$ cat src/rtl/dsr_regs.svh
`ifndef DSR_REGS_SVH
`define DSR_REGS_SVH

// clock rate and structure
`define DSR_CLK_MHZ 40
`define DSR_NUM_CHAN 4
`define DSR_OUT_PER_CHAN 3
`define DSR_NUM_OUT 12

// phase value split point between the two delay cases
`define DSR_PHI_SPLIT 5'h10

// serial control register and its soft reset bits
`define DSR_REG_SERIAL_CTRL 16'h0000
`define DSR_BIT_SOFT_RST_LO 2
`define DSR_BIT_SOFT_RST_HI 5
`define DSR_CTRL_RST 8'h00

// sync control register, update register
`define DSR_REG_SYNC_CTRL 16'h0230
`define DSR_BIT_SOFT_SYNC 0
`define DSR_BIT_DIST_PD 1
`define DSR_REG_UPDATE 16'h0232
`define DSR_BIT_UPDATE 0

// per-output driver registers, single-ended enables in [6:5]
`define DSR_REG_OUT_FIRST 16'h00F0
`define DSR_REG_OUT_LAST 16'h00FB
`define DSR_BIT_SE_EN_A 5
`define DSR_BIT_SE_EN_B 6

// phase register of divider 0, start-high in bit 4
`define DSR_REG_PHASE_CH0 16'h0191
`define DSR_BIT_START_HIGH 4

// sync pipeline: 14 cycles plus one extra, four of them spent in fixed flops
`define DSR_SYNC_PIPE_MIN 14
`define DSR_SYNC_PIPE_EXTRA 1
`define DSR_SYNC_PIPE_CYC (`DSR_SYNC_PIPE_MIN + `DSR_SYNC_PIPE_EXTRA)
`define DSR_SYNC_FIXED_CYC 4

// times in their own units, and cycle counts derived from them
`define DSR_T_POR_SYNC_MS 50
`define DSR_T_POR_LIVE_MS 70
`define DSR_T_STORE_LOAD_MS 20
`define DSR_T_DEF_LOAD_US 2
`define DSR_MS_CYC(ms) ((ms) * 1000 * `DSR_CLK_MHZ)
`define DSR_DEF_LOAD_CYC (`DSR_T_DEF_LOAD_US * `DSR_CLK_MHZ)

`endif

$ cat src/rtl/dsr_pkg.sv
package dsr_pkg;

	typedef struct packed {
		logic ignoreSync;
		logic startHigh;
		logic [3:0] phaseOffset;
		logic [3:0] lowCycles;
		logic [3:0] highCycles;
	} dsr_chan_cfg_t;

	typedef struct packed {
		logic cmosMode;
		logic polA;
		logic polB;
		logic enA;
		logic enB;
		logic powerDown;
	} dsr_out_cfg_t;

	typedef struct packed {
		dsr_chan_cfg_t [3:0] chan;
		dsr_out_cfg_t [11:0] outs;
	} dsr_dev_cfg_t;

	typedef struct packed {
		logic outA;
		logic outB;
		logic oeAN;
		logic oeBN;
	} dsr_pin_t;

	typedef enum logic [2:0] {
		ST_POR,
		ST_RESET,
		ST_LOAD,
		ST_HOLD,
		ST_PIPE,
		ST_RUN
	} dsr_state_t;

endpackage : dsr_pkg

$ cat src/rtl/dsr_ctrl.sv
// Functional notes
// - phase up to fifteen delays that many cycles
// - phase sixteen up delays phase-16 plus low+1
// - each divider has its own phase offset
// - sync holds outputs static, resumes from preset
// - sync pin low then high syncs outputs
// - soft sync, soft reset, distribution power-down trigger sync
// - reset pin, sleep pin, power-up also sync
// - async sync pin gives one-cycle start uncertainty
// - clocking starts fifteen cycles after sync rise
// - sync register changes need update-all strobe
// - start-high and phase set static and resume
// - new phase waits for a sync
// - sync applies to all drivers of divider
// - ignore-sync channel keeps clocking, unaligned
// - per-output polarity and own power-down
// - single-ended mode turns on both halves
// - single-ended enables in bits 6:5; off tristates
// - power-on loads stored or built-in settings
// - power-up sync at 50 ms, toggling 70 ms
// - reset pin restores settings, then syncs outputs
// - bits 2 and 5 request soft reset
// - only bits 2 and 5 self-clear
// - soft reset ends after one more serial clock
// - phase value is start-high times sixteen plus offset
`include "dsr_regs.svh"

module dsr_ctrl #(
	parameter int unsigned POR_SYNC_CYC = `DSR_MS_CYC(`DSR_T_POR_SYNC_MS),
	parameter int unsigned POR_LIVE_CYC = `DSR_MS_CYC(`DSR_T_POR_LIVE_MS),
	parameter int unsigned STORE_LOAD_CYC = `DSR_MS_CYC(`DSR_T_STORE_LOAD_MS),
	parameter dsr_pkg::dsr_dev_cfg_t DEF_CFG = '0
) (
	// clock and power-on reset
	input wire logic clk_sys,
	input wire logic rstn,
	// device pins
	input wire logic syncPinN,
	input wire logic resetPinN,
	input wire logic sleepPinN,
	input wire logic storageSel,
	// serial control register
	input wire logic ctrlWr,
	input wire logic [7:0] ctrlIn,
	input wire logic sclkTick,
	// sync control register and update strobe
	input wire logic syncCtrlWr,
	input wire logic [1:0] syncCtrlIn,
	input wire logic updateAll,
	// configuration image
	input wire logic cfgWr,
	input wire dsr_pkg::dsr_dev_cfg_t cfgIn,
	input wire dsr_pkg::dsr_dev_cfg_t storedCfg,
	// output pins
	output dsr_pkg::dsr_pin_t [11:0] outPins,
	// status
	output logic [7:0] ctrlReg,
	output logic syncBusy,
	output logic inReset,
	output logic outLive
);

	localparam int SYNC_WAIT = `DSR_SYNC_PIPE_CYC - `DSR_SYNC_FIXED_CYC;

	dsr_pkg::dsr_state_t state;
	dsr_pkg::dsr_dev_cfg_t cfg;
	dsr_pkg::dsr_dev_cfg_t wrCfg;
	logic syncMeta;
	logic syncS2;
	logic [1:0] syncShadow;
	logic softSyncEff;
	logic distPdEff;
	logic softRst;
	logic syncReq;
	logic porLoaded;
	logic restore;
	logic [31:0] timer;
	logic [31:0] liveCnt;
	logic [31:0] loadLim;
	logic divHold;
	logic drvOff;
	logic [3:0] divClk;

	// sync pin synchroniser; the start may slip one cycle with pin timing
	always_ff @(posedge clk_sys or negedge rstn) begin
		if (!rstn) begin
			syncMeta <= 1'b1;
			syncS2 <= 1'b1;
		end else begin
			syncMeta <= syncPinN;
			syncS2 <= syncMeta;
		end
	end

	// sync control: writes land in a shadow, update-all makes them live
	always_ff @(posedge clk_sys or negedge rstn) begin
		if (!rstn) begin
			syncShadow <= 2'h0;
			softSyncEff <= 1'b0;
			distPdEff <= 1'b0;
		end else begin
			if (syncCtrlWr) begin
				syncShadow <= syncCtrlIn;
			end
			if (updateAll) begin
				softSyncEff <= syncShadow[`DSR_BIT_SOFT_SYNC];
				distPdEff <= syncShadow[`DSR_BIT_DIST_PD];
			end
		end
	end

	// any active source holds the outputs; releasing it starts the sync
	assign syncReq = !syncS2 || softSyncEff || distPdEff || !sleepPinN;

	// serial control register; soft reset bits clear on the next serial clock
	assign softRst = ctrlReg[`DSR_BIT_SOFT_RST_LO] && ctrlReg[`DSR_BIT_SOFT_RST_HI];

	always_ff @(posedge clk_sys or negedge rstn) begin
		if (!rstn) begin
			ctrlReg <= `DSR_CTRL_RST;
		end else if (ctrlWr) begin
			ctrlReg <= ctrlIn;
		end else if (softRst && sclkTick) begin
			ctrlReg[`DSR_BIT_SOFT_RST_LO] <= 1'b0;
			ctrlReg[`DSR_BIT_SOFT_RST_HI] <= 1'b0;
		end
	end

	// restore runs on the first cycle after power-on and throughout any reset
	assign restore = (state == dsr_pkg::ST_RESET) || !porLoaded;

	always_ff @(posedge clk_sys or negedge rstn) begin
		if (!rstn) begin
			porLoaded <= 1'b0;
		end else begin
			porLoaded <= 1'b1;
		end
	end

	// entering single-ended mode switches both halves on
	always_comb begin
		wrCfg = cfgIn;
		for (int i = 0; i < `DSR_NUM_OUT; i++) begin
			if (cfgIn.outs[i].cmosMode && !cfg.outs[i].cmosMode) begin
				wrCfg.outs[i].enA = 1'b1;
				wrCfg.outs[i].enB = 1'b1;
			end
		end
	end

	// the strap is read by this clocked process, never by the reset itself
	always_ff @(posedge clk_sys or negedge rstn) begin
		if (!rstn) begin
			cfg <= DEF_CFG;
		end else if (restore) begin
			cfg <= storageSel ? storedCfg : DEF_CFG;
		end else if (cfgWr) begin
			cfg <= wrCfg;
		end
	end

	// stored settings take far longer to come back than built-in ones
	assign loadLim = storageSel ? 32'(STORE_LOAD_CYC) : 32'(`DSR_DEF_LOAD_CYC);

	always_ff @(posedge clk_sys or negedge rstn) begin
		if (!rstn) begin
			state <= dsr_pkg::ST_POR;
			timer <= 32'h0000_0000;
		end else if (!resetPinN || softRst) begin
			state <= dsr_pkg::ST_RESET;
			timer <= 32'h0000_0000;
		end else begin
			case (state)
				dsr_pkg::ST_POR: begin
					if (timer == 32'(POR_SYNC_CYC - 1)) begin
						state <= dsr_pkg::ST_PIPE;
						timer <= 32'h0000_0000;
					end else begin
						timer <= timer + 32'h0000_0001;
					end
				end
				dsr_pkg::ST_RESET: begin
					state <= dsr_pkg::ST_LOAD;
					timer <= 32'h0000_0000;
				end
				dsr_pkg::ST_LOAD: begin
					if (timer >= loadLim - 32'h0000_0001) begin
						state <= syncReq ? dsr_pkg::ST_HOLD : dsr_pkg::ST_PIPE;
						timer <= 32'h0000_0000;
					end else begin
						timer <= timer + 32'h0000_0001;
					end
				end
				dsr_pkg::ST_HOLD: begin
					if (!syncReq) begin
						state <= dsr_pkg::ST_PIPE;
					end
					timer <= 32'h0000_0000;
				end
				dsr_pkg::ST_PIPE: begin
					if (syncReq) begin
						state <= dsr_pkg::ST_HOLD;
						timer <= 32'h0000_0000;
					end else if (timer == 32'(SYNC_WAIT - 1)) begin
						state <= dsr_pkg::ST_RUN;
						timer <= 32'h0000_0000;
					end else begin
						timer <= timer + 32'h0000_0001;
					end
				end
				dsr_pkg::ST_RUN: begin
					if (syncReq) begin
						state <= dsr_pkg::ST_HOLD;
					end
					timer <= 32'h0000_0000;
				end
				default: begin
					state <= dsr_pkg::ST_POR;
					timer <= 32'h0000_0000;
				end
			endcase
		end
	end

	// outputs first toggle once the power-on settle time is over
	always_ff @(posedge clk_sys or negedge rstn) begin
		if (!rstn) begin
			liveCnt <= 32'h0000_0000;
			outLive <= 1'b0;
		end else if (!outLive) begin
			if (liveCnt == 32'(POR_LIVE_CYC - 1)) begin
				outLive <= 1'b1;
			end
			liveCnt <= liveCnt + 32'h0000_0001;
		end
	end

	always_ff @(posedge clk_sys or negedge rstn) begin
		if (!rstn) begin
			syncBusy <= 1'b1;
			inReset <= 1'b1;
		end else begin
			syncBusy <= (state != dsr_pkg::ST_RUN);
			inReset <= (state == dsr_pkg::ST_RESET) || (state == dsr_pkg::ST_POR);
		end
	end

	// static outputs during reset and sync; sleep tristates every driver
	assign divHold = (state != dsr_pkg::ST_RUN) || !outLive;
	assign drvOff = !sleepPinN;

	for (genvar c = 0; c < `DSR_NUM_CHAN; c++) begin : g_chan
		dsr_chan_div u_div (
			.clk_sys(clk_sys),
			.rstn(rstn),
			.cfg(cfg.chan[c]),
			.syncHold(divHold),
			.divOut(divClk[c])
		);
	end

	// three drivers share each divider and so each sync condition
	for (genvar o = 0; o < `DSR_NUM_OUT; o++) begin : g_out
		dsr_out_drv u_drv (
			.clk_sys(clk_sys),
			.rstn(rstn),
			.cfg(cfg.outs[o]),
			.clkIn(divClk[o / `DSR_OUT_PER_CHAN]),
			.forceOff(drvOff),
			.pin(outPins[o])
		);
	end
endmodule : dsr_ctrl

$ cat src/rtl/dsr_chan_div.sv
`include "dsr_regs.svh"

module dsr_chan_div (
	// clock and reset
	input wire logic clk_sys,
	input wire logic rstn,
	// channel settings and sync hold
	input wire dsr_pkg::dsr_chan_cfg_t cfg,
	input wire logic syncHold,
	// divided clock
	output logic divOut
);

	logic hold;
	logic running;
	logic [4:0] dly;
	logic [3:0] cnt;
	logic [4:0] phi;
	logic [4:0] next_dly;
	logic [4:0] relCnt;
	logic [4:0] relDly;

	// an excluded channel never sees the hold
	assign hold = syncHold && !cfg.ignoreSync;
	assign phi = {cfg.startHigh, cfg.phaseOffset};

	always_comb begin
		if (phi < `DSR_PHI_SPLIT) begin
			next_dly = phi;
		end else begin
			next_dly = 5'({1'b0, cfg.phaseOffset}) + 5'({1'b0, cfg.lowCycles}) + 5'h01;
		end
	end

	// the delay is loaded only while held, so a new phase waits for a sync
	always_ff @(posedge clk_sys or negedge rstn) begin
		if (!rstn) begin
			running <= 1'b0;
			dly <= 5'h00;
			cnt <= 4'h0;
			divOut <= 1'b0;
		end else if (hold) begin
			running <= 1'b0;
			dly <= next_dly;
			cnt <= 4'h0;
			divOut <= cfg.startHigh;
		end else if (!running) begin
			if (dly == 5'h00) begin
				running <= 1'b1;
				divOut <= 1'b1;
				cnt <= cfg.highCycles;
			end else begin
				dly <= dly - 5'h01;
			end
		end else if (cnt == 4'h0) begin
			divOut <= !divOut;
			cnt <= divOut ? cfg.lowCycles : cfg.highCycles;
		end else begin
			cnt <= cnt - 4'h1;
		end
	end

	// cycles since release, for checking the first edge
	always_ff @(posedge clk_sys or negedge rstn) begin
		if (!rstn) begin
			relCnt <= 5'h00;
			relDly <= 5'h00;
		end else if (hold) begin
			relCnt <= 5'h00;
			relDly <= next_dly;
		end else if (!running) begin
			relCnt <= relCnt + 5'h01;
		end
	end
endmodule : dsr_chan_div

$ cat src/rtl/dsr_out_drv.sv
module dsr_out_drv (
	// clock and reset
	input wire logic clk_sys,
	input wire logic rstn,
	// driver settings and clock
	input wire dsr_pkg::dsr_out_cfg_t cfg,
	input wire logic clkIn,
	input wire logic forceOff,
	// pin signals, enables active low
	output dsr_pkg::dsr_pin_t pin
);

	dsr_pkg::dsr_pin_t next_pin;

	always_comb begin
		next_pin.outA = clkIn ^ cfg.polA;
		next_pin.outB = !(clkIn ^ cfg.polA);
		next_pin.oeAN = 1'b0;
		next_pin.oeBN = 1'b0;
		if (forceOff || cfg.powerDown) begin
			next_pin.outA = 1'b0;
			next_pin.outB = 1'b0;
			next_pin.oeAN = 1'b1;
			next_pin.oeBN = 1'b1;
		end else if (cfg.cmosMode) begin
			next_pin.outB = clkIn ^ cfg.polB;
			next_pin.oeAN = !cfg.enA;
			next_pin.oeBN = !cfg.enB;
		end
	end

	always_ff @(posedge clk_sys or negedge rstn) begin
		if (!rstn) begin
			pin <= 4'h3;
		end else begin
			pin <= next_pin;
		end
	end
endmodule : dsr_out_drv

$ cat config.mk
export PLATFORM = sky130hd
export DESIGN_NAME = dsr_ctrl
export DESIGN_NICKNAME = d
export VERILOG_FILES = /design/src/rtl/dsr_pkg.sv /design/src/rtl/dsr_ctrl.sv /design/src/rtl/dsr_chan_div.sv /design/src/rtl/dsr_out_drv.sv
export VERILOG_INCLUDE_DIRS = /design/src /design/src/rtl
export SDC_FILE = /design/constraint.sdc
export NUM_CORES = 1
export LEC_CHECK = 0
export ABC_AREA = 1
export CAP_MARGIN = 20
export CELL_PAD_IN_SITES_DETAIL_PLACEMENT = 1
export CELL_PAD_IN_SITES_GLOBAL_PLACEMENT = 1
export CORE_UTILIZATION = 51
export DETAILED_ROUTE_END_ITERATION = 6
export DONT_BUFFER_PORTS = 1
export PLACE_DENSITY_LB_ADDON = 0.05
export SETUP_SLACK_MARGIN = 0.02
export SLEW_MARGIN = 10
export SYNTH_ARGS = -nofsm -noshare
export SYNTH_HDL_FRONTEND = slang
export SYNTH_SLANG_ARGS = --single-unit
$ cat constraint.sdc
create_clock -name clk_sys -period 3 [get_ports clk_sys]
set_input_delay 0.45 -clock clk_sys [delete_from_list [all_inputs] [get_ports clk_sys]]
set_output_delay 0.45 -clock clk_sys [all_outputs]
set_load 0.02 [all_outputs]
# Word-level counts from Yosys, hierarchy flattened
# Cells that the tools add are included.
# Widths: inputs -> output; s select.
[op_classes]
n_addsub = 19
order_cmp = 5
eq_ne = 26
muxes = 136
bitwise_logic = 24
reduce_logical = 122
[ops]
columns = ["cell", "count"]
rows = [
  ["$mux 128", 3],
  ["$mux 32", 5],
  ["$mux 3", 32],
  ["$pmux 32 s3", 1],
  ["$mux 4", 20],
  ["$mux 5", 16],
  ["$add 32x1->32 const B", 2],
  ["$logic_not 1->1", 61],
  ["$mux 1", 45],
  ["$eq 32x21->1 const B", 1],
  ["$eq 32x22->1 const B", 1],
  ["$eq 32x4->1 const B", 1],
  ["$ge 32x32->1", 1],
  ["$mux 2", 12],
  ["$xor 1x1->1", 24],
  ["$sub 20x1->21 const B", 1],
  ["$add 4x4->5", 4],
  ["$add 5x1->5 const B", 4],
  ["$logic_not 5->1", 4],
  ["$lt 5x5->1 const B", 4],
  ["$mux 20", 1],
  ["$sub 5x1->5 const B", 4],
  ["$logic_or 1x1->1", 19],
  ["$logic_and 1x1->1", 18],
  ["other kinds (15)", 48],
]
[totals]
ff_bits = 305

# Longest topological paths before layout
# Gate-level depths: netlist of the first run.
[logic_depth]
word_depth = 8
depth_mapped = 14
mapped_depth_nobuf = 13

# By module
# From an unflattened synthesis of the first run, not the netlist that was laid out.
[hier_totals]
hier_cells = 2145
hier_area_um2 = 16858.7
[modules_own_cells]
columns = ["mod", "n_inst", "cells_per_inst", "area_per_inst_um2", "seq_area_each_um2"]
rows = [
  ["dsr_ctrl", 1, 1352, 10776.6, 5335.1],
  ["dsr_chan_div (g_chan[1].u_div ...)", 3, 138, 934.6, 275.3],
  ["dsr_out_drv", 12, 20, 193.9, 102.6],
  ["dsr_chan_div (g_chan[0].u_div)", 1, 139, 950.9, 275.3],
]

# Worst setup path before layout of the first run
# Ideal clock, no wire load.
[synth_timing]
path_type = "input-to-reg"
start = "input storageSel"
end = "register timer[0]"
setup_time_ns = 0.069
t_arrival_ns = 1.871
required_time_ns = 2.931
slack_ns = 1.060
stages = 10
path_cell_list = "inv_1 > ha_1 > a21oi_1 > o21ai_0 > nor3_2 > nand2_2 > nand3_4 > nand2_4 > buf_12 > nor2_2"
[synth_between]
elab_chain_cells = 6
[synth_lines]
columns = ["element", "line_no", "source"]
rows = [
  ["from (decl)", "dsr_ctrl.sv:41", "input wire logic storageSel,"],
  ["$mux 20", "dsr_ctrl.sv:163", "assign loadLim = storageSel ? 32'(STORE_LOAD_CYC) : 32'(`DSR_DEF_LOAD_CYC);"],
  ["$sub 20x1->21", "dsr_ctrl.sv:187", "if (timer >= loadLim - 32'h0000_0001) begin"],
  ["$ge 32x32->1", "dsr_ctrl.sv:187", ""],
  ["$mux 32", "dsr_ctrl.sv:187", ""],
  ["$pmux 32 s3", "dsr_ctrl.sv:173", "case (state)"],
  ["$mux 32", "dsr_ctrl.sv:169", "end else if (!resetPinN || softRst) begin"],
  ["to (signal assigned)", "dsr_ctrl.sv:179", "timer <= timer + 32'h0000_0001;"],
  ["to (signal assigned)", "dsr_ctrl.sv:191", "timer <= timer + 32'h0000_0001;"],
  ["to (signal assigned)", "dsr_ctrl.sv:208", "timer <= timer + 32'h0000_0001;"],
  ["to (decl)", "dsr_ctrl.sv:77", "logic [31:0] timer;"],
]
# Every way passes these cells.
# A chain may end at the register's enable or synchronous reset.

# Worst setup path in the final report of the first run
[layout_timing]
start = "register state[2]"
end = "register, netlist name cfg[125]"
[layout_between]
elab_chain_cells = 3
elab_cells_between_ends = 4
classes_between = "eq/ne (1); mux (1); reduce/logical (2)"
[layout_lines]
columns = ["element", "line_no", "source"]
rows = [
  ["from (decl)", "dsr_ctrl.sv:65", "dsr_pkg::dsr_state_t state;"],
  ["from (signal assigned)", "dsr_ctrl.sv:167", "state <= dsr_pkg::ST_POR;"],
  ["from (signal assigned)", "dsr_ctrl.sv:170", "state <= dsr_pkg::ST_RESET;"],
  ["from (signal assigned)", "dsr_ctrl.sv:176", "state <= dsr_pkg::ST_PIPE;"],
  ["$eq 3x1->1 *", "dsr_ctrl.sv:130", "assign restore = (state == dsr_pkg::ST_RESET) || !porLoaded;"],
  ["$logic_or 1x1->1 *", "dsr_ctrl.sv:130", ""],
  ["$mux 128 / $reduce_bool 2->1 (equally long branches)", "n/a", ""],
]
# Every way passes the cells marked *; elsewhere a longest branch is shown, timed or not.

==> flow_summary.toml, run 1 <==
[synthesis]
synth-simple-area-share_pct = 22.9
avgSynthCellArea_sq_um = 8.43
synthAdderAreaFrac_pct = 3.80
synth-edff-count = 0
synth_top_family_by_area = "simple AND/OR/NAND/NOR gates"
syn_nets = 2254
yosys_warnings = 0
ys.flop_type = "dfrtp_1"
syn_area_sq_mm = 0.0163
synthXorXnorAreaFrac_pct = 5.16
ys_ff_latch = 305
synthArstFlopShare_pct = 100
ys_seq_area_share_pct = 47.1
synth_mux_area_share_pct = 0.138
synth_compound_area_share_pct = 13.8
synth_cell_types = 58
synthCells = 1930

[clocking]
clk_pin_slew_ns = 0.06
cts_buffers = 36
cts_sinks = 305
cts-htree-levels = 2
cts-hold-fix-buffers = 1
clockBufferDepth = 3
root_buffer = "clkbuf_16"
clock_latency_ns = 0.52
cts_tree = "built"

[worst_setup_path]
endpoint_kind = "flip-flop"
worst_path_max_delay_cell = "buf_4"
criticalPathCategory = "reg2reg"
critical_path.cell_chain = "inv_2 > nand3_2 > nand2_2 > clkinv_2 > buf_4 > a21oi_1 > a211oi_1"
cp-start-kind = "flip-flop"
crit_buf_inv = 3
cp.required_ns = 3.42
max_stage_delay_ns = 0.71
crit_arrival_ns = 2.86
cp_top_family = "buffers and inverters"
worstPathMaxFanout = 68

[floorplanning]
die_w_um = 181
core_area_sq_mm = 0.0315
die_area_sq_mm = 0.0326
num_io_pins = 336
start_util_pct = 51.7
dieHeight_um = 181
rows = 65

[layout]
synthToLayoutAreaGrowth_pct = 9.26
final_area_sq_mm = 0.0178
ff_latch_area_sq_mm = 0.00767
multi_input_area_sq_mm = 0.00746
n_fill_cell = 3757
nNetsFinal = 2240
drive_gt1_share_pct = 8.70

[sta]
timing.final.crit_period_ns = 2.44
max_slew_margin_pct = 9.83
final_max_slew_viol_count = 0
fmax_ghz = 0.410
hold_viol_final = 277
fin_hold_ws_ns = -0.373
setup_viol = 0
fin_tns_setup_ns = 0
setup_ws_ns = 0.562
fin_crit_sh_pct = 81.3
rsz0062_at_grt = "false"
fin_skew_ns = 0.0141
worstMarginPinSlew_ns = 1.35

[detailed_routing]
postRouteWirelength_mm = 49.5
ant_nets = 0
vias = 13600
vias_per_cell = 5.79
post_drt_wl_per_cell_um = 21.0
drcViolationCount = 0
drt_iter0_drc = 637
first_pass_iters = 4

[min_path]
hold_class = "in2async"

[power]
totalPowerFinal_w = 0.0164
p_per_area_mw_per_mm2 = 919
leakage_nw = 8.15
irDropWorstVdd_v = 0.000522

[placed_design]
dpl.hpwl_mm = 34.9
portBuffers = 0
place_area_sq_mm = 0.0165
dp_worst_setup_slack_ns = 0.602
globalplace.congestion = 0.880

[outcome]
status = "finished with violations"
violations = "negative hold slack"

[global_route]
track_usage_pct = 30.5
antenna_found_initial = 8
grt_max_degree = 306
grt_pass1_wl_mm = 79.0
grt_pass1_vias = 14800
grt_overflow_total = 0

[flow_run]
drv_cap = 0
-- Yosys cell counts, drive strengths merged, types with 4 or more instances --
master	number	area share, %
xor2	56	3.1
xnor2	39	2.1
dfstp	28	4.5
o21ai	86	2.6
dfrtp	277	43
a211oi	42	1.9
nor4	8	0.35
nand3	65	2.3
nor2	309	7.8
o221ai	10	0.54
ha	43	3.3
clkbuf	24	0.55
a31oi	8	0.31
nand2	317	7.5
buf	39	1.7
fa	4	0.49
o22ai	9	0.35
nand4	19	0.95
o211ai	60	2.8
a21oi	146	4.5
nor3	108	3.6
inv	207	4.8
-- cells in the final DEF, fill, tap and decap left out, types with 15 or more instances in the layout --
master / instances
nand3_1: 59
a21oi_1: 146
xor2_1: 55
inv_1: 195
ha_1: 43
o21ai_0: 86
nor2_1: 284
o211ai_1: 60
xnor2_1: 39
nor3_1: 100
clkbuf_16: 37
nand4_1: 16
dfstp_2: 28
dfrtp_1: 277
nand2_1: 308
clkbuf_8: 15
a211oi_1: 42
nor2_2: 17
-- where the power goes --
group,switching (W),internal (W),total [W]
Combinational,0.00315,0.00188,0.00502
Sequential,0.00141,0.00537,0.00678
Clock,0.00176,0.00280,0.00455
-- final cells by class --
class / instances / area share, %
tap: 402 / 2.83
inverter: 207 / 4.42
multi-input combinational: 1355 / 41.9
clock inverter: 9 / 0.570
timing repair buffer: 11 / 0.619
sequential: 305 / 43.1
clock buffer: 55 / 6.43
antenna: 8 / 0.113
-- sequential cells by signal, summed over array words and instances, names as in the netlist, 2 cells and up --
signal                cells
g_chan.u_div.divOut       4
ctrlReg                   8
syncShadow                2
liveCnt                  32
g_chan.u_div.running      4
cfg                     128
g_out.u_drv.pin          48
timer                    32
state                     3
g_chan.u_div.dly         20
g_chan.u_div.cnt         16
-- logic make-up after synthesis --
logic type | Yosys count
and+or+nand+nor | 834
AOI/OAI and AO/OA | 376
DFF | 305
buffers and inverters | 270
xor gates and xnor gates | 95
adders and majority gates | 47
muxes | 2
other | 1
-- routing by layer --
layer  GRT usage [%]  vias up  part of all wire (%)
met3            7.58      110                   6.5
met2            50.6      384                    48
li1                -     6393                     -
met4            13.1        0                   4.1
met5               0        -                     0
met1            37.9     6733                    42
-- final timing paths --
path                                 startpoint                            endpoint  slack, ns  cells past startpoint
hold reg to reg              syncMeta$_DFF_PN1_                    syncS2$_DFF_PN1_       0.36                      0
setup reg to reg           state[2]$_DFFE_PN0P_                cfg[125]$_DFFE_PN0P_       0.56                      7
hold / removal                             rstn                 timer[21]$_DFF_PN0_      -0.37                      0
max in group asynchronous                  rstn  g_chan[2].u_div.divOut$_DFFE_PN0P_       2.28                      0
min in group clk_sys                  updateAll               distPdEff$_DFFE_PN0P_       0.03                      1
setup / recovery           state[2]$_DFFE_PN0P_                cfg[125]$_DFFE_PN0P_       0.56                      7
-- stage by stage --
stage / utilization, % / std cells
after detailed placement: 52.5 / 2279
after floorplan: - / 1930
after CTS: 56.5 / 2344
after global placement: 52.5 / 2279
after global routing: 56.5 / 2352
final: 56.5 / 2352
-- timing repair --
action | CTS | global route
hold endpoints to repair | 306 | 293
setup buffers | 0 | 0
gates resized for setup | 0 | 0
setup endpoints to repair | 0 | 0
-- worst register-to-register path, stage by stage, from the launching register on --
cell and delay [ns]:
dfrtp_1 0.53, inv_2 0.11, nand3_2 0.08, nand2_2 0.10
clkinv_2 0.37, buf_4 0.71, a21oi_1 0.15, a211oi_1 0.27
(Power assumes the default switching activity.)
==> run 2, diff against run 1 <==
--- a/config.mk
+++ b/config.mk
@@ -10,7 +10,7 @@
 export CAP_MARGIN = 20
 export CELL_PAD_IN_SITES_DETAIL_PLACEMENT = 1
 export CELL_PAD_IN_SITES_GLOBAL_PLACEMENT = 1
-export CORE_UTILIZATION = 51
+export CORE_UTILIZATION = 43
 export DETAILED_ROUTE_END_ITERATION = 6
 export DONT_BUFFER_PORTS = 1
 export PLACE_DENSITY_LB_ADDON = 0.05
==> constraint.sdc (replaced) <==
create_clock -name clk_sys -period 2 [get_ports clk_sys]
set_input_delay 0.3 -clock clk_sys [delete_from_list [all_inputs] [get_ports clk_sys]]
set_output_delay 0.3 -clock clk_sys [all_outputs]
set_load 0.02 [all_outputs]
==> flow_summary.toml, run 2 (synthesis gave the netlist of run 1 again) <==
[sta]
fmax_ghz = 0.521
timing.final.crit_period_ns = 1.92
fin_skew_ns = 0.0163
fin_crit_sh_pct = 96.0
rsz0062_at_grt = "true"
hold_viol_final = 288
fin_hold_ws_ns = -0.539
max_slew_margin_pct = 41.8
final_max_slew_viol_count = 0
worstMarginPinSlew_ns = 0.873
setup_viol = 0

[global_route]
track_usage_pct = 31.2
grt_pass1_vias = 17000
antenna_found_initial = 15
grt_overflow_total = 0
grt_max_degree = 306
grt_pass1_wl_mm = 94.4

[worst_setup_path]
worstPathMaxFanout = 6
cp-start-kind = "flip-flop"
crit_arrival_ns = 2.36
criticalPathCategory = "reg2reg"
cp.required_ns = 2.44
endpoint_kind = "flip-flop"
r2r_slack_ns = 0.08

[placed_design]
portBuffers = 0
dp.cells = 2413
dpl.hpwl_mm = 37.2
globalplace.congestion = 0.876

[clocking]
root_buffer = "clkbuf_16"
cts_sinks = 305
cts-htree-levels = 2
clockBufferDepth = 3
clk_pin_slew_ns = 0.06
cts-hold-fix-buffers = 260
cts_tree = "built"
cts_buffers = 37
clock_latency_ns = 0.55

[layout]
final_common_cell = "nand2_1"
final_util_pct = 56.9
largest_reg_flops = 128
synthToLayoutAreaGrowth_pct = 29.1
largestRegisters = "cfg: 128 flops, g_out.u_drv.pin: 48 flops"
finalNonFillerCells = 2767
drive_gt1_share_pct = 10.7
top_register = "cfg"
final_cell_mix = "nand2_1 (298), nor2_1 (283), dfrtp_1 (276)"
nNetsFinal = 2542

[outcome]
violations = "negative hold slack"
status = "finished with violations"

[floorplanning]
core_area_sq_mm = 0.0370
rows = 70
start_util_pct = 44.0
dieHeight_um = 197
die_w_um = 197
die_area_sq_mm = 0.0386
num_io_pins = 336

[detailed_routing]
vias = 15200
vias_per_cell = 5.50
ant_nets = 0
postRouteWirelength_mm = 59.9
drt_iter0_drc = 833
wl_met3_mm = 3.65
wl_met1_mm = 24.1
route.met2.wl_mm = 29.6
drcViolationCount = 0
routed.top_layer = "met4"
post_drt_wl_per_cell_um = 21.6
first_pass_iters = 5

[power]
power.internal_w = 0.0157
clockPowerShare_pct = 26.5
leakage_nw = 9.47
p_per_area_mw_per_mm2 = 1230
totalPowerFinal_w = 0.0259
irDropWorstVdd_v = 0.000629
power_switching_w = 0.0103
combinationalPowerShare_pct = 34.7
p_seq_share_pct = 38.8
swShare_pct = 39.6

[min_path]
hold_class = "in2async"

[flow_run]
drv_cap = 0
[run 2: cell count changes in the layout (fill, tap and decap cells not counted), sizes merged, moves of 2 or more]
| cell | before | now |
|---|---|---|
| buf | 10 | 52 |
| dlygate4sd3 | 1 | 259 |
| inv | 207 | 204 |
| bufinv | 2 | 0 |
| diode | 8 | 18 |
| clkbuf | 55 | 58 |
| clkinv | 6 | 12 |
[run 2: power by group through the flow]
stage,Combinational [W],Clock (W),Sequential [W]
final,0.00899,0.00688,0.0101
after global routing,0.00996,0.00723,0.0103
after CTS,0.00851,0.00695,0.0100
after detailed placement,0.00795,0,0.0101
after global placement,0.00775,0,0.0100
after floorplan,0.00607,0,0.00944
[run 2: per-stage QoR]
| step | worst slack, ns | setup TNS (ns) | hold WS, ns | area [sq um] |
|---|---|---|---|---|
| after global routing | -0.0637 | -1.37 | -0.562 | 21000 |
| after CTS | 0.0556 | 0 | -0.562 | 20800 |
| after detailed placement | 0.0101 | 0 | 0.0176 | 16900 |
| final | 0.0801 | 0 | -0.539 | 21000 |
| after global placement | 0.0815 | 0 | 0.0185 | 16900 |
| after floorplan | 0.210 | 0 | 0.00441 | 16300 |
[run 2: final timing paths]
kind / from / end / cells past startpoint
min reg2reg: syncMeta$_DFF_PN1_ / syncS2$_DFF_PN1_ / 0
min in group clk_sys: storedCfg[73] / cfg[73]$_DFFE_PN0P_ / 2
min: rstn / timer[26]$_DFF_PN0_ / 0
max in group asynchronous: rstn / cfg[13]$_DFFE_PN0P_ / 0
max: timer[0]$_DFF_PN0_ / timer[9]$_DFF_PN0_ / 13
max reg2reg: timer[0]$_DFF_PN0_ / timer[9]$_DFF_PN0_ / 13
[run 2: cell type report]
type / instances / area (sq um)
Antenna cell: 18 / 45.0
Clock buffer: 57 / 1180
Clock inverter: 9 / 56.3
Fill cell: 4328 / 15900
Inverter: 207 / 786
Multi-Input combinational cell: 1355 / 7530
Sequential cell: 305 / 7670
Tap cell: 504 / 631
Timing Repair Buffer: 312 / 3120
[run 2: timing repair]
item	CTS	global route
setup buffers	0	9
endpoints found under the hold margin	445	305
gates resized for setup	0	36
endpoints found under the setup margin	0	39
[run 2: worst max-delay path, cell delays in order (launching register included)]
cell and delay [ns]:
dfrtp_1 0.40, ha_2 0.21, nand2_2 0.07, nor2_4 0.18, nand2_1 0.07, nand3_1 0.08, nand2_1 0.05, nand2_1 0.06
nand2_1 0.06, nand2_2 0.12, nand3_4 0.19, clkbuf_16 0.22, nand2_1 0.05, inv_1 0.04
[run 2: layer usage]
metal	vias up	track usage, %
met3	162	7.55
met2	484	53.7
met5	-	0
li1	6992	-
met1	7578	37.3
met4	0	13.2
==> run 3, diff against run 2 <==
--- a/config.mk
+++ b/config.mk
@@ -7,9 +7,9 @@
 export NUM_CORES = 1
 export LEC_CHECK = 0
 export ABC_AREA = 1
-export CAP_MARGIN = 20
 export CELL_PAD_IN_SITES_DETAIL_PLACEMENT = 1
 export CELL_PAD_IN_SITES_GLOBAL_PLACEMENT = 1
+export CORE_MARGIN = 2
 export CORE_UTILIZATION = 43
 export DETAILED_ROUTE_END_ITERATION = 6
 export DONT_BUFFER_PORTS = 1
==> flow_summary.toml, run 3 (synthesis gave the netlist of run 1 again) <==
[outcome]
status = "finished with violations"
violations = "negative hold slack"

[power]
p_per_area_mw_per_mm2 = 1230
irDropWorstVdd_v = 0.000828
leakage_nw = 9.54

[layout]
final_common_cell = "nand2_1"
nNetsFinal = 2554
final_cell_mix = "nand2_1 (297), nor2_1 (282), dfrtp_1 (277)"
drive_gt1_share_pct = 10.8
top_register = "cfg"
synthToLayoutAreaGrowth_pct = 29.7
largestRegisters = "cfg: 128 flops, g_out.u_drv.pin: 48 flops"
n_fill_cell = 4308
largest_reg_flops = 128

[clocking]
cts_buffers = 38
clock_latency_ns = 0.54
cts_tree = "built"
cts-htree-levels = 2
root_buffer = "clkbuf_16"
cts_sinks = 305
cts-hold-fix-buffers = 265
clk_pin_slew_ns = 0.06
clockBufferDepth = 3

[detailed_routing]
first_pass_iters = 4
drt_iter0_drc = 664
vias_per_cell = 5.48
post_drt_wl_per_cell_um = 21.5
drcViolationCount = 0
ant_nets = 0
vias = 15200
postRouteWirelength_mm = 59.6

[worst_setup_path]
cp-start-kind = "flip-flop"
criticalPathCategory = "reg2reg"
worstPathMaxFanout = 5
crit_arrival_ns = 2.38
endpoint_kind = "flip-flop"
cp.required_ns = 2.44
r2r_slack_ns = 0.05

[sta]
worstMarginPinSlew_ns = 1.02
timing.final.crit_period_ns = 1.95
fin_skew_ns = 0.0131
hold_viol_final = 286
fin_tns_setup_ns = 0
setup_viol = 0
fin_hold_ws_ns = -0.539
fin_crit_sh_pct = 97.3
max_slew_margin_pct = 31.7
fmax_ghz = 0.514
rsz0062_at_grt = "true"
final_max_slew_viol_count = 0

[global_route]
grt_overflow_total = 0
grt_max_degree = 306
antenna_found_initial = 4
grt_pass1_vias = 16800
track_usage_pct = 30.1
grt_pass1_wl_mm = 92.2

[floorplanning]
die_area_sq_mm = 0.0394
rows = 71
start_util_pct = 43.4
core_area_sq_mm = 0.0375
dieHeight_um = 199
die_w_um = 199
num_io_pins = 336

[flow_run]
drv_cap = 0

[min_path]
hold_class = "in2async"

[placed_design]
dpl.hpwl_mm = 37.5
portBuffers = 0
globalplace.congestion = 0.855
run 3: changes by cell type in the layout (fill, tap and decap cells not counted), sizes merged:
cell | before | now
buf | 52 | 58
dlygate4sd3 | 259 | 264
inv | 204 | 206
diode | 18 | 9
clkbuf | 58 | 62
clkinv | 12 | 8
run 3: layout make-up:
cell class / instances / area, sq um / share of cell area (%)
Antenna cell: 9 / 22.5 / 0.107
Clock buffer: 61 / 1170 / 5.53
Clock inverter: 7 / 42.5 / 0.201
Inverter: 207 / 787 / 3.73
Multi-Input combinational cell: 1355 / 7570 / 35.8
Sequential cell: 305 / 7670 / 36.3
Tap cell: 511 / 639 / 3.03
Timing Repair Buffer: 323 / 3220 / 15.3
run 3: critical path, stage by stage (launching register included):
cell,delay [ns]
dfrtp_1,0.44
buf_4,0.17
nand2_1,0.07
nor3_1,0.30
nand2_1,0.16
nor2_1,0.28
xor2_1,0.22
nor2_1,0.08
nand2_2,0.09
inv_2,0.03
run 3: metal layers:
metal / track usage, % / part of all wire, %
met5: 0 / 0
met4: 13.5 / 4.2
met3: 6.71 / 5.8
met2: 51.1 / 49
met1: 36.5 / 41
run 3: repair_timing:
item                       in CTS  in global routing
buffers inserted                0                 10
resized for setup               0                 43
hold endpoints to repair      447                305
setup endpoints to repair       0                 34
run 3: path summary, 6_finish.rpt:
| kind | to | cells after the start | startpoint |
|---|---|---|---|
| worst max-delay path | timer[12]$_DFF_PN0_ | 9 | timer[10]$_DFF_PN0_ |
| worst min-delay path | timer[21]$_DFF_PN0_ | 0 | rstn |
| worst max register to register | timer[12]$_DFF_PN0_ | 9 | timer[10]$_DFF_PN0_ |
| worst min register to register | syncS2$_DFF_PN1_ | 0 | syncMeta$_DFF_PN1_ |
| max in group asynchronous | cfg[78]$_DFFE_PN0P_ | 0 | rstn |
| min in group clk_sys | cfg[77]$_DFFE_PN0P_ | 2 | storedCfg[77] |
run 3: stage by stage:
step / cell area, sq um / utilization, % / worst slack [ns] / instances / total power (W)
after floorplan: 16300 / - / 0.210 / 1930 / 0.0155
after global placement: 17000 / 45.3 / 0.0974 / 2425 / 0.0179
after detailed placement: 17000 / 45.3 / 0.00709 / 2425 / 0.0182
after CTS: 20900 / 55.7 / 0.0605 / 2758 / 0.0255
after global routing: 21100 / 56.3 / -0.0439 / 2773 / 0.0276
final: 21100 / 56.3 / 0.0536 / 2778 / 0.0261
run 3: where the power goes:
part	switching, W	internal, W	total (W)
clock network	0.00280	0.00400	0.00680
logic	0.00554	0.00364	0.00918
registers	0.00203	0.00806	0.0101
